**src/hdl/spz_pkg.sv**
```systemverilog
/*
  Constants, register map and state types of the serial port zero block.
  Assumes a 100 MHz system clock used as the oscillator clock of the port.
*/
// Notes on behaviour
// - Control bit 7 is mode bit zero or frame error, chosen by frame_error_select.
// - Frame error sets on a bad stop bit and holds until software clears.
// - Mode 00 sync 8-bit, 01 async 10-bit, 10 async 11-bit, 11 variable 11-bit.
// - Modes 2/3 with multiprocessor_enable: no receive flag when ninth bit is zero.
// - Mode 1 with multiprocessor_enable: no receive flag without a valid stop.
// - Mode 0 shift clock is oscillator/12, or oscillator/4 with multiprocessor_enable.
// - Reception only starts while receive enable is one; only async reception stops when it clears.
// - Modes 2/3 send transmit_ninth_bit as ninth data bit.
// - received_ninth_bit holds ninth bit (2/3), stop bit (mode 1, no multiproc).
// - Transmit flag sets after bit 8 in mode 0, at stop start otherwise.
// - Receive flag sets after bit 8 in mode 0, mid stop otherwise.
// - Data buffer reads give receive register, writes load transmit buffer.
package spz_pkg;

  // ==========================================================
  // Register indices (byte address is four times the index)
  localparam logic [7:0] SPZ_IDX_CONTROL = 8'h98;
  localparam logic [7:0] SPZ_IDX_DATA = 8'h99;
  localparam logic [7:0] SPZ_IDX_POWER = 8'h9A;
  localparam logic [7:0] SPZ_IDX_BAUD = 8'h9B;
  localparam logic [7:0] SPZ_IDX_IRQ_STATUS = 8'h9C;
  localparam logic [7:0] SPZ_IDX_IRQ_MASK = 8'h9D;

  // ==========================================================
  // Field positions
  localparam int SPZ_CTL_MODE0_FE = 7;
  localparam int SPZ_CTL_MODE1 = 6;
  localparam int SPZ_CTL_MPE = 5;
  localparam int SPZ_CTL_REN = 4;
  localparam int SPZ_CTL_TB8 = 3;
  localparam int SPZ_CTL_RB8 = 2;
  localparam int SPZ_CTL_TI = 1;
  localparam int SPZ_CTL_RI = 0;
  localparam int SPZ_PWR_FES = 7;
  localparam int SPZ_PWR_DOUBLE = 6;
  localparam int SPZ_IRQ_RX = 0;
  localparam int SPZ_IRQ_TX = 1;
  localparam int SPZ_IRQ_FE = 2;

  // ==========================================================
  // Reset values
  localparam logic [7:0] SPZ_RST_CONTROL = 8'h00;
  localparam logic [7:0] SPZ_RST_POWER = 8'h00;
  localparam logic [7:0] SPZ_RST_BAUD = 8'h0F;
  localparam logic [2:0] SPZ_RST_IRQ = 3'h0;

  // ==========================================================
  // Timing: tick periods minus one, in system clocks
  localparam logic [7:0] SPZ_M0_SLOW_HALF_M1 = 8'h05; // 12 clocks a bit
  localparam logic [7:0] SPZ_M0_FAST_HALF_M1 = 8'h01; // 4 clocks a bit
  localparam logic [7:0] SPZ_M2_SLOW_TICK_M1 = 8'h03; // 64 clocks a bit
  localparam logic [7:0] SPZ_M2_FAST_TICK_M1 = 8'h01; // 32 clocks a bit
  localparam logic [3:0] SPZ_TICKS_LAST = 4'hF; // 16 ticks a bit
  localparam logic [3:0] SPZ_TICK_MID = 4'h8;
  localparam logic [3:0] SPZ_M0_BITS_LAST = 4'h7;

  // ==========================================================
  // Modes and states
  typedef enum logic [1:0] {
    SPZ_MODE_SYNC = 2'h0,
    SPZ_MODE_ASYNC10 = 2'h1,
    SPZ_MODE_ASYNC11 = 2'h2,
    SPZ_MODE_ASYNC11_VAR = 2'h3
  } spz_mode_t;

  typedef enum logic [2:0] {
    SPZ_TX_IDLE = 3'h0,
    SPZ_TX_SHIFT0 = 3'h1,
    SPZ_TX_START = 3'h2,
    SPZ_TX_DATA = 3'h3,
    SPZ_TX_STOP = 3'h4
  } spz_tx_state_t;

  typedef enum logic [1:0] {
    SPZ_RX_IDLE = 2'h0,
    SPZ_RX_START = 2'h1,
    SPZ_RX_DATA = 2'h2,
    SPZ_RX_STOP = 2'h3
  } spz_rx_state_t;

endpackage : spz_pkg

```
**src/hdl/spz_tick_gen.sv**
```systemverilog
/*
  Programmable divider giving a one-cycle enable pulse.
  Assumes the period input changes only between frames.
*/
`timescale 1ns/1ps
`default_nettype none
module spz_tick_gen #(
  parameter int WIDTH = 8
) (
  input wire logic clock,
  input wire logic nrst,
  input wire logic [WIDTH-1:0] period_m1,
  output logic tick
);

  typedef struct packed {
    logic [WIDTH-1:0] cnt;
    logic tick;
  } spz_div_t;

  spz_div_t st_ff;
  spz_div_t nxt_st;

  // ==========================================================
  // Count up to period, pulse on wrap
  always_comb begin
    nxt_st = st_ff;
    nxt_st.tick = 1'b0;
    if (st_ff.cnt >= period_m1) begin
      nxt_st.cnt = '0;
      nxt_st.tick = 1'b1;
    end else begin
      nxt_st.cnt = st_ff.cnt + 1'b1;
    end
  end

  always_ff @(posedge clock or negedge nrst) begin
    if (!nrst) begin
      st_ff <= '0;
    end else begin
      st_ff <= nxt_st;
    end
  end

  assign tick = st_ff.tick;

endmodule : spz_tick_gen
`default_nettype wire

```
**src/hdl/spz_vote.sv**
```systemverilog
/*
  Three-sample majority vote of the receive line, one sample per tick.
  Assumes the line is already synchronous to the clock.
*/
`timescale 1ns/1ps
`default_nettype none
module spz_vote (
  input wire logic clock,
  input wire logic nrst,
  input wire logic tick,
  input wire logic line_in,
  output logic voted
);

  typedef struct packed {
    logic [2:0] smp;
  } spz_vote_t;

  spz_vote_t st_ff;
  spz_vote_t nxt_st;

  // ==========================================================
  // Shift in on tick; idle line is high
  always_comb begin
    nxt_st = st_ff;
    if (tick) begin
      nxt_st.smp = {st_ff.smp[1:0], line_in};
    end
  end

  always_ff @(posedge clock or negedge nrst) begin
    if (!nrst) begin
      st_ff <= 3'h7;
    end else begin
      st_ff <= nxt_st;
    end
  end

  // Two of three filters single-tick glitches
  assign voted = (st_ff.smp[0] & st_ff.smp[1]) |
                 (st_ff.smp[1] & st_ff.smp[2]) |
                 (st_ff.smp[0] & st_ff.smp[2]);

endmodule : spz_vote
`default_nettype wire

```
**src/hdl/spz_serial_port.sv**
```systemverilog
/*
  Serial port zero: control/status, data buffers, four modes, Avalon-MM
  slave with waitrequest and a masked level interrupt.
  Assumes pins and bus signals are synchronous to clock; address is the
  word index of a register.
*/
// The Avalon-MM interface to the registers was left to the implementer.
`timescale 1ns/1ps
`default_nettype none
module spz_serial_port
  import spz_pkg::*;
(
  input wire logic clock,
  input wire logic nrst,
  input wire logic [7:0] address,
  input wire logic read,
  input wire logic write,
  input wire logic [31:0] writedata,
  input wire logic [3:0] byteenable,
  output logic [31:0] readdata,
  output logic waitrequest,
  input wire logic rxd_in,
  output logic rxd_out,
  output logic rxd_oe,
  output logic txd_out,
  output logic irq
);

  // ==========================================================
  // State of the whole block
  typedef struct packed {
    logic sm0;
    logic sm1;
    logic mpe;
    logic ren;
    logic tb8;
    logic rb8;
    logic ti;
    logic ri;
    logic fe;
    logic fes;
    logic dbl;
    logic [7:0] baud;
    logic [2:0] ists;
    logic [2:0] imask;
    logic [7:0] rxbuf;
    logic [7:0] txbuf;
    logic txgo;
    spz_tx_state_t tst;
    logic m0rx;
    logic [3:0] tcnt;
    logic [3:0] tbit;
    logic [8:0] tsh;
    spz_rx_state_t rst;
    logic [3:0] rcnt;
    logic [3:0] rbit;
    logic [8:0] rsh;
    logic rprev;
    logic txd;
    logic rxo;
    logic rxoe;
    logic irq;
    logic wreq;
    logic [31:0] rdata;
  } spz_state_t;

  spz_state_t st_ff;
  spz_state_t nxt_st;
  logic tick;
  logic voted;
  logic [7:0] period_m1;

  // ==========================================================
  // Helpers
  function automatic logic [7:0] spz_period(input logic [1:0] mode,
      input logic mpe, input logic dbl, input logic [7:0] baud);
    case (mode)
      SPZ_MODE_SYNC: spz_period = mpe ? SPZ_M0_FAST_HALF_M1 :
                                        SPZ_M0_SLOW_HALF_M1;
      SPZ_MODE_ASYNC11: spz_period = dbl ? SPZ_M2_FAST_TICK_M1 :
                                           SPZ_M2_SLOW_TICK_M1;
      default: spz_period = baud;
    endcase
  endfunction : spz_period

  function automatic logic [7:0] spz_control(input spz_state_t s);
    spz_control = {s.fes ? s.fe : s.sm0, s.sm1, s.mpe, s.ren,
                   s.tb8, s.rb8, s.ti, s.ri};
  endfunction : spz_control

  // Index of the last data bit: eight data bits, or nine in modes 2 and 3
  function automatic logic [3:0] spz_last_bit(input logic nine);
    spz_last_bit = nine ? SPZ_M0_BITS_LAST + 4'h1 : SPZ_M0_BITS_LAST;
  endfunction : spz_last_bit

  // ==========================================================
  // Mode and tick source
  wire logic [1:0] mode = {st_ff.sm0, st_ff.sm1};
  wire logic ninth = st_ff.sm0; // Modes 2 and 3 carry 9 data bits

  assign period_m1 = spz_period(mode, st_ff.mpe, st_ff.dbl, st_ff.baud);

  spz_tick_gen #(
    .WIDTH(8)
  ) u_tick (
    .clock(clock),
    .nrst(nrst),
    .period_m1(period_m1),
    .tick(tick)
  );

  spz_vote u_vote (
    .clock(clock),
    .nrst(nrst),
    .tick(tick),
    .line_in(rxd_in),
    .voted(voted)
  );

  // ==========================================================
  // Next state
  always_comb begin
    logic acc;
    logic wlane;
    logic ev_rx;
    logic ev_tx;
    logic ev_fe;
    logic keep;
    logic stopb;
    acc = 1'b0;
    wlane = 1'b0;
    ev_rx = 1'b0;
    ev_tx = 1'b0;
    ev_fe = 1'b0;
    keep = 1'b0;
    stopb = 1'b0;
    nxt_st = st_ff;
    nxt_st.rprev = rxd_in;

    // Bus: one wait cycle, then the request is taken at the low edge
    acc = (read | write) & ~st_ff.wreq;
    nxt_st.wreq = ~((read | write) & st_ff.wreq);
    nxt_st.rdata = 32'h0000_0000;
    if (read && st_ff.wreq) begin
      case (address)
        SPZ_IDX_CONTROL: nxt_st.rdata[7:0] = spz_control(st_ff);
        SPZ_IDX_DATA: nxt_st.rdata[7:0] = st_ff.rxbuf;
        SPZ_IDX_POWER: nxt_st.rdata[7:0] = {st_ff.fes, st_ff.dbl, 6'h00};
        SPZ_IDX_BAUD: nxt_st.rdata[7:0] = st_ff.baud;
        SPZ_IDX_IRQ_STATUS: nxt_st.rdata[2:0] = st_ff.ists;
        SPZ_IDX_IRQ_MASK: nxt_st.rdata[2:0] = st_ff.imask;
        default: nxt_st.rdata = 32'h0000_0000;
      endcase
    end

    // Software writes, byte lane 0 only
    wlane = acc & write & byteenable[0];
    if (wlane) begin
      case (address)
        SPZ_IDX_CONTROL: begin
          if (st_ff.fes) begin
            nxt_st.fe = writedata[SPZ_CTL_MODE0_FE];
          end else begin
            nxt_st.sm0 = writedata[SPZ_CTL_MODE0_FE];
          end
          nxt_st.sm1 = writedata[SPZ_CTL_MODE1];
          nxt_st.mpe = writedata[SPZ_CTL_MPE];
          nxt_st.ren = writedata[SPZ_CTL_REN];
          nxt_st.tb8 = writedata[SPZ_CTL_TB8];
          nxt_st.rb8 = writedata[SPZ_CTL_RB8];
          nxt_st.ti = writedata[SPZ_CTL_TI];
          nxt_st.ri = writedata[SPZ_CTL_RI];
        end
        SPZ_IDX_DATA: begin
          nxt_st.txbuf = writedata[7:0];
          nxt_st.txgo = 1'b1;
        end
        SPZ_IDX_POWER: begin
          nxt_st.fes = writedata[SPZ_PWR_FES];
          nxt_st.dbl = writedata[SPZ_PWR_DOUBLE];
        end
        SPZ_IDX_BAUD: nxt_st.baud = writedata[7:0];
        SPZ_IDX_IRQ_STATUS: nxt_st.ists = st_ff.ists & ~writedata[2:0];
        SPZ_IDX_IRQ_MASK: nxt_st.imask = writedata[2:0];
        default: nxt_st.baud = st_ff.baud;
      endcase
    end

    // Transmitter, plus both directions of the mode 0 shifter
    case (st_ff.tst)
      SPZ_TX_IDLE: begin
        nxt_st.txd = 1'b1;
        nxt_st.rxoe = 1'b0;
        nxt_st.tcnt = 4'h0;
        nxt_st.tbit = 4'h0;
        if (st_ff.txgo && mode == SPZ_MODE_SYNC) begin
          nxt_st.txgo = 1'b0;
          nxt_st.m0rx = 1'b0;
          nxt_st.tsh = {1'b1, st_ff.txbuf};
          nxt_st.tst = SPZ_TX_SHIFT0;
        end else if (st_ff.txgo) begin
          nxt_st.txgo = 1'b0;
          nxt_st.tsh = {st_ff.tb8, st_ff.txbuf};
          nxt_st.tst = SPZ_TX_START;
        end else if (mode == SPZ_MODE_SYNC && st_ff.ren && !st_ff.ri) begin
          nxt_st.m0rx = 1'b1;
          nxt_st.tst = SPZ_TX_SHIFT0;
        end
      end
      SPZ_TX_SHIFT0: begin
        // Clock low half drives data, high half samples it
        nxt_st.rxoe = ~st_ff.m0rx;
        if (tick && !st_ff.tcnt[0]) begin
          nxt_st.txd = 1'b0;
          nxt_st.rxo = st_ff.tsh[0];
          nxt_st.tcnt = 4'h1;
        end else if (tick) begin
          nxt_st.txd = 1'b1;
          nxt_st.tcnt = 4'h0;
          nxt_st.tsh = {1'b1, st_ff.tsh[8:1]};
          nxt_st.rsh = {rxd_in, st_ff.rsh[8:1]};
          nxt_st.tbit = st_ff.tbit + 4'h1;
          if (st_ff.tbit == SPZ_M0_BITS_LAST) begin
            nxt_st.tst = SPZ_TX_IDLE;
            nxt_st.rxoe = 1'b0;
            if (st_ff.m0rx) begin
              nxt_st.rxbuf = {rxd_in, st_ff.rsh[8:2]};
              ev_rx = 1'b1;
            end else begin
              ev_tx = 1'b1;
            end
          end
        end
      end
      SPZ_TX_START, SPZ_TX_DATA, SPZ_TX_STOP: begin
        nxt_st.rxoe = 1'b0;
        nxt_st.txd = (st_ff.tst == SPZ_TX_START) ? 1'b0 :
                     (st_ff.tst == SPZ_TX_DATA) ? st_ff.tsh[0] : 1'b1;
        if (tick) begin
          nxt_st.tcnt = st_ff.tcnt + 4'h1;
          if (st_ff.tcnt == SPZ_TICKS_LAST) begin
            case (st_ff.tst)
              SPZ_TX_START: nxt_st.tst = SPZ_TX_DATA;
              SPZ_TX_DATA: begin
                nxt_st.tsh = {1'b1, st_ff.tsh[8:1]};
                nxt_st.tbit = st_ff.tbit + 4'h1;
                if (st_ff.tbit == spz_last_bit(ninth)) begin
                  nxt_st.tst = SPZ_TX_STOP;
                  ev_tx = 1'b1;
                end
              end
              default: nxt_st.tst = SPZ_TX_IDLE;
            endcase
          end
        end
      end
      default: nxt_st.tst = SPZ_TX_IDLE;
    endcase

    // Asynchronous receiver, oversampled sixteen times a bit
    case (st_ff.rst)
      SPZ_RX_IDLE: begin
        nxt_st.rcnt = 4'h0;
        nxt_st.rbit = 4'h0;
        if (mode != SPZ_MODE_SYNC && st_ff.ren && st_ff.rprev &&
            !rxd_in) begin
          nxt_st.rst = SPZ_RX_START;
        end
      end
      default: begin
        if (!st_ff.ren) begin
          nxt_st.rst = SPZ_RX_IDLE;
        end else if (tick) begin
          nxt_st.rcnt = st_ff.rcnt + 4'h1;
          if (st_ff.rcnt == SPZ_TICK_MID) begin
            case (st_ff.rst)
              SPZ_RX_START: begin
                // A high start sample is noise, not a frame
                if (voted) begin
                  nxt_st.rst = SPZ_RX_IDLE;
                end
              end
              SPZ_RX_DATA: nxt_st.rsh = {voted, st_ff.rsh[8:1]};
              default: begin
                stopb = voted;
                ev_fe = ~voted;
                if (mode == SPZ_MODE_ASYNC10) begin
                  keep = ~st_ff.mpe | voted;
                end else begin
                  keep = ~st_ff.mpe | st_ff.rsh[8];
                end
                if (keep) begin
                  ev_rx = 1'b1;
                  nxt_st.rxbuf = ninth ? st_ff.rsh[7:0] :
                                         st_ff.rsh[8:1];
                  if (ninth) begin
                    nxt_st.rb8 = st_ff.rsh[8];
                  end else if (!st_ff.mpe) begin
                    nxt_st.rb8 = stopb;
                  end
                end
                nxt_st.rst = SPZ_RX_IDLE;
              end
            endcase
          end else if (st_ff.rcnt == SPZ_TICKS_LAST) begin
            if (st_ff.rst == SPZ_RX_START) begin
              nxt_st.rst = SPZ_RX_DATA;
            end else if (st_ff.rst == SPZ_RX_DATA) begin
              nxt_st.rbit = st_ff.rbit + 4'h1;
              if (st_ff.rbit == spz_last_bit(ninth)) begin
                nxt_st.rst = SPZ_RX_STOP;
              end
            end
          end
        end
      end
    endcase

    // Hardware sets win over a clear in the same cycle
    if (ev_rx) begin
      nxt_st.ri = 1'b1;
      nxt_st.ists[SPZ_IRQ_RX] = 1'b1;
    end
    if (ev_tx) begin
      nxt_st.ti = 1'b1;
      nxt_st.ists[SPZ_IRQ_TX] = 1'b1;
    end
    if (ev_fe) begin
      nxt_st.fe = 1'b1;
      nxt_st.ists[SPZ_IRQ_FE] = 1'b1;
    end
    nxt_st.irq = |(nxt_st.ists & nxt_st.imask);
  end

  // ==========================================================
  // State register
  always_ff @(posedge clock or negedge nrst) begin
    if (!nrst) begin
      st_ff <= '0;
      st_ff.baud <= SPZ_RST_BAUD;
      st_ff.sm0 <= SPZ_RST_CONTROL[SPZ_CTL_MODE0_FE];
      st_ff.fes <= SPZ_RST_POWER[SPZ_PWR_FES];
      st_ff.ists <= SPZ_RST_IRQ;
      st_ff.imask <= SPZ_RST_IRQ;
      st_ff.tst <= SPZ_TX_IDLE;
      st_ff.rst <= SPZ_RX_IDLE;
      st_ff.txd <= 1'b1;
      st_ff.rxo <= 1'b1;
      st_ff.rprev <= 1'b1;
      st_ff.wreq <= 1'b1;
    end else begin
      st_ff <= nxt_st;
    end
  end

  // Outputs straight from the state register
  assign readdata = st_ff.rdata;
  assign waitrequest = st_ff.wreq;
  assign rxd_out = st_ff.rxo;
  assign rxd_oe = st_ff.rxoe;
  assign txd_out = st_ff.txd;
  assign irq = st_ff.irq;

endmodule : spz_serial_port
`default_nettype wire

```
**config.mk**
```make
export PLATFORM = sky130hd
export DESIGN_NAME = spz_serial_port
export DESIGN_NICKNAME = d
export VERILOG_FILES = /design/src/hdl/spz_pkg.sv /design/src/hdl/spz_tick_gen.sv /design/src/hdl/spz_vote.sv /design/src/hdl/spz_serial_port.sv
export SDC_FILE = /design/constraint.sdc
export NUM_CORES = 1
export LEC_CHECK = 0
export BUFFER_PORTS_ARGS = -buffer_cell sky130_fd_sc_hd__buf_2
export CORE_ASPECT_RATIO = 0.5
export CORE_MARGIN = 5
export CORE_UTILIZATION = 30
export CTS_BUF_LIST = sky130_fd_sc_hd__clkbuf_16
export CTS_CLUSTER_SIZE = 16
export DETAILED_ROUTE_END_ITERATION = 10
export PLACE_DENSITY_LB_ADDON = 0.15
export SLEW_MARGIN = 10
export SYNTH_ARGS = -nofsm -noshare
export SYNTH_HDL_FRONTEND = slang
export SYNTH_SLANG_ARGS = --single-unit
export TNS_END_PERCENT = 50
```
**constraint.sdc**
```tcl
create_clock -name clock -period 6.9 [get_ports clock]
set_input_delay 0.345 -clock clock [delete_from_list [all_inputs] [get_ports clock]]
set_output_delay 0.345 -clock clock [all_outputs]
set_load 0.005 [all_outputs]
```
; ---- After elaboration in Yosys (flattened, before gate mapping)
; Cells that the tools add are included.
[classes]
n_addsub = 5
n_mux = 130
n_bitwise = 21
eq_ne = 40
n_lt_le_gt_ge = 1
reduce_logical = 51
[op_table]
columns = op, count
row1 = two-way mux 8 bit, 15
row2 = two-way mux 9 bit, 8
row3 = two-way mux 1 bit, 59
row4 = two-way mux 17 bit, 3
row5 = one-hot mux 17 bit (3 select lines), 1
row6 = equality test 8 bit (second input constant), 6
row7 = two-way mux 13 bit, 3
row8 = two-way mux 4 bit, 8
row9 = two-way mux 3 bit, 10
row10 = nonzero test 2 bit, 14
row11 = AND reduction 7 bit, 3
row12 = two-way mux 2 bit, 10
row13 = two-way mux 20 bit, 1
row14 = one-hot mux 5 bit (4 select lines), 1
row15 = two-way mux 19 bit, 1
row16 = AND reduction 2 bit, 9
row17 = adder 4 x 1 -> 4 bit (second input constant), 4
row18 = one-hot mux 8 bit (2 select lines), 1
row19 = one-hot mux 3 bit (5 select lines), 1
row20 = equality test 4 bit (second input constant), 3
row21 = AND reduction 3 bit, 4
row22 = AND reduction 6 bit, 2
row23 = two-way mux 10 bit, 1
row24 = inequality test 2 x 1 -> 1 bit (second input constant), 5
row25 = other kinds (37), 75
[totals]
elab_cells = 284
reg_bits = 132
out_inout_bits = 37

; ---- Depth between registers and ports, before layout
[logic_depth]
depth_word = 19
depth_mapped = 9

; ---- Hierarchy
; From an unflattened synthesis, not the netlist that was laid out.
[hier_totals]
hier_cells = 570
hier_area_um2 = 5969.5
[by_module_without_submodules]
columns = mod, cells_each, n_inst, seq_area_each_um2, area_each_um2
row1 = spz_serial_port, 508, 1, 2412.3, 5265.0
row2 = spz_tick_gen, 55, 1, 225.2, 580.6
row3 = spz_vote, 7, 1, 78.8, 123.9

; ---- Least setup slack after synthesis
; No wires, ideal clock.
[synth_path]
path_type = register -> register
startpoint = register st_ff, in the netlist ninth
endpoint = register u_tick.st_ff[1] (netlist name)
setup_ps = 150
arrival_ps = 2235
required_ps = 6750
slack_ps = 4515
stages_incl_launch_ff = 10
n_path_buf = 2
path_cell_list = dfrtp_1 > clkbuf_1 > buf_1 > nor3b_1 > a21oi_1 > ha_1 > a21o_1 > a21oi_1 > o21ai_1 > a211oi_1
[synth_lines]
columns = item, line
row1 = from (decl), spz_serial_port.sv:67  ; spz_state_t st_ff;
row2 = from (signal assigned), spz_serial_port.sv:352  ; st_ff <= nxt_st;
row3 = to (signal assigned), spz_tick_gen.sv:41  ; st_ff <= nxt_st;
row4 = to (decl), spz_tick_gen.sv:21  ; spz_div_t st_ff;

==> reports/metrics.yaml <==
outcome: "finished with violations"
violations: "hold timing"
critPathCaptureType: "flop"
final_util_pct: 33.5
syn_area_mm2: 0.00600
place_hpwl_um: 9960
numPortBuffers: 34
power_density_mw_per_mm2: 290
rsz0062_at_grt: "no"
cts_tree: "done"
area_delta_synth_final_pct: 9.12
fp.dieH_um: 110
grt_use_total_pct: 12.4
cts_buffer_depth: 2
drt_iter0_markers: 226
synth.largest_area_cell: "dfrtp_1"
period_share_pct: 43.7
p_leak_nw: 2.90
r2r_cells: 5
syn_avg_cell_area_um2: 10.3
cts_buffers: 9
ios: 86
max_freq_mhz: 331
place_congestion: 0.766
diodes: 0
hold_violations: 3
ant_nets: 0
ys_types: 72
fin_nets: 663
finalSetupTns_ns: 0
async_flop_share_pct: 100
yosysMostFrequentCell: "dfrtp_1"
hold_buffers: 0
die_area_mm2: 0.0231
grt_pass1_wl_um: 22800
r2r-end: "st_ff[114]"
cts_max_level: 3
clk_pin_slew_ns: 0.07
wl_per_cell_um: 16.2
fin_worst_skew_ns: 0.0130
power.switching_mw: 0.646
ys_warn_count: 0
ys_seq_elements: 108
cts_resized: 0
num-fill-cells: 2059
worstPathRequired_ns: 7.16
ctsRootBufferMaster: "clkbuf_16"
path_class: "reg2reg"
synth.area.top_cells: "dfrtp_1 40%, mux2i_1 8.0%, mux2_2 5.1%"
first_global_vias: 4097
p_comb_share_pct: 26.7
wl_um: 14000
yosysSeqAreaShare_pct: 45.3
avgViaCountPerCell: 4.85
vdd_drop_max_mv: 0.126
syn_inst: 585
seq_power_share_pct: 45.8
switching_share_pct: 34.1
clock_latency_ns: 0.35
synth_common_cells: "97 x dfrtp_1, 48 x mux2i_1, 45 x nor2_1"
hold-worst-slack_ns: -0.00754
ff2ff_setup_slack_ns: 3.88
drtPass1Iterations: 4
rows: 36
crit_arrival_ns: 3.28
cap_violations: 0
grt-ovfl-total: 0
postCtsSetupRepairBufs: 0
worstMarginPinSlew_ns: 1.12
coreArea_mm2: 0.0195
vias: 4204
crit_path_start_kind: "flop"
pwr-share-clk_pct: 27.5
r2r_start: "u_tick.tick"
path_max_fanout: 22
relSlewSlack_pct: 25.5
synth_edf_count: 0
drive_above_1_share_pct: 16.5
finalMaxSlewViolations: 0
synth_flop_cell: "dfrtp_1"
clkSinkCount: 108
synth_top_area_share_pct: 40.5
grt_max_degree: 67
setup_viol: 0
hp-class: "in2async"
drc_errors: 0
start_util_pct: 30.7
antenna_found_initial: 0
post-route-min-period_ns: 3.02
p_int_mw: 1.25
die_w_um: 210
## cell usage in the layout, fill, tap and decap left out, drive strengths merged, types with 4 or more instances in the layout
| cell | n |
|---|---|
| conb | 24 |
| dfrtp | 97 |
| nor2b | 8 |
| clkbuf | 9 |
| mux2 | 36 |
| nand2 | 40 |
| o22a | 4 |
| or3 | 4 |
| buf | 36 |
| a31oi | 8 |
| a21o | 6 |
| and2 | 4 |
| mux2i | 48 |
| nor2 | 45 |
| nor3 | 10 |
| a21oi | 35 |
| o21ai | 26 |
| dfstp | 11 |
| a211oi | 9 |
| and3 | 6 |
| xor2 | 6 |
| ha | 18 |
| inv | 18 |
| nand3 | 20 |
| nand2b | 8 |
| nor4 | 5 |
## layout make-up
cell class | count | area (um^2) | area share [%]
repair buffers | 36 | 188 | 2.87
multi-input cells | 425 | 2950 | 45.1
inverters | 16 | 60.1 | 0.918
flip-flops and latches | 108 | 2720 | 41.5
clock inverters | 7 | 67.6 | 1.03
well taps | 266 | 333 | 5.09
clock buffers | 9 | 225 | 3.44
## cell families (layout without fill, tap and decap cells)
logic type	count (synthesis)	count (layout)	share of synthesized area [%]
XOR/XNOR	8	8	1.17
AND/OR/NAND/NOR	173	173	15.0
AO/OA/AOI/OAI	116	116	12.4
other	1	24	0.0625
flip-flops	108	108	45.3
adder cells (fa/ha/maj)	19	19	3.92
multiplexers	85	85	15.3
buffers and inverters	75	68	6.89
## stage by stage
| step | worst slack [ns] | power, mW | std cells | instance area (um^2) |
|---|---|---|---|---|
| after floorplan | 4.51 | 1.25 | 608 | 6080 |
| after global placement | 3.86 | 1.38 | 851 | 6250 |
| after detailed placement | 3.87 | 1.39 | 851 | 6250 |
| after CTS | 3.84 | 1.92 | 867 | 6540 |
| after global routing | 3.63 | 2.03 | 867 | 6540 |
| final | 3.88 | 1.90 | 867 | 6540 |
## critical path: stages, from the launching register on
cell and delay, ns:
dfrtp_1 0.85, nand2_1 0.32, or4_4 0.55, a21oi_1 0.88, a21oi_1 0.13, nor3_1 0.21
## power by group through the flow
| stage | clock network (mW) | registers [mW] | logic (mW) |
|---|---|---|---|
| global route | 0.564 | 0.885 | 0.580 |
| floorplan | 0 | 0.824 | 0.428 |
| detailed placement | 0 | 0.879 | 0.509 |
| global placement | 0 | 0.879 | 0.504 |
| finish | 0.521 | 0.867 | 0.507 |
| CTS | 0.542 | 0.867 | 0.512 |
## per-layer routing
layer  up-vias  global-route usage [%]  share of wire, %
li1       2082                       -                 -
met1      2047                    18.3                53
met2        64                    19.1                43
met3        11                    2.43               3.5
met4         0                    2.65              0.80
met5         -                       0                 0
## how the worst max path moves through the flow
stage	from	end	slack, ns	depth (start not counted)
global placement	u_tick.tick	st_ff[114]	3.86	5
floorplan	ninth	u_tick.st_ff[1]	4.51	9
detailed placement	u_tick.tick	st_ff[114]	3.87	5
CTS	u_tick.tick	st_ff[114]	3.84	5
finish	u_tick.tick	st_ff[114]	3.88	5
global route	u_tick.tick	st_ff[114]	3.63	5
## state kept, by name, indices dropped and copies added (netlist names)
register,cells
rxd_oe,1
readdata,8
mode,1
st_ff,81
u_tick.st_ff,8
txd_out,1
irq,1
ninth,1
waitrequest,1
u_vote.st_ff,3
rxd_out,1
u_tick.tick,1
No activity file was read; power rests on OpenSTA's default activity.
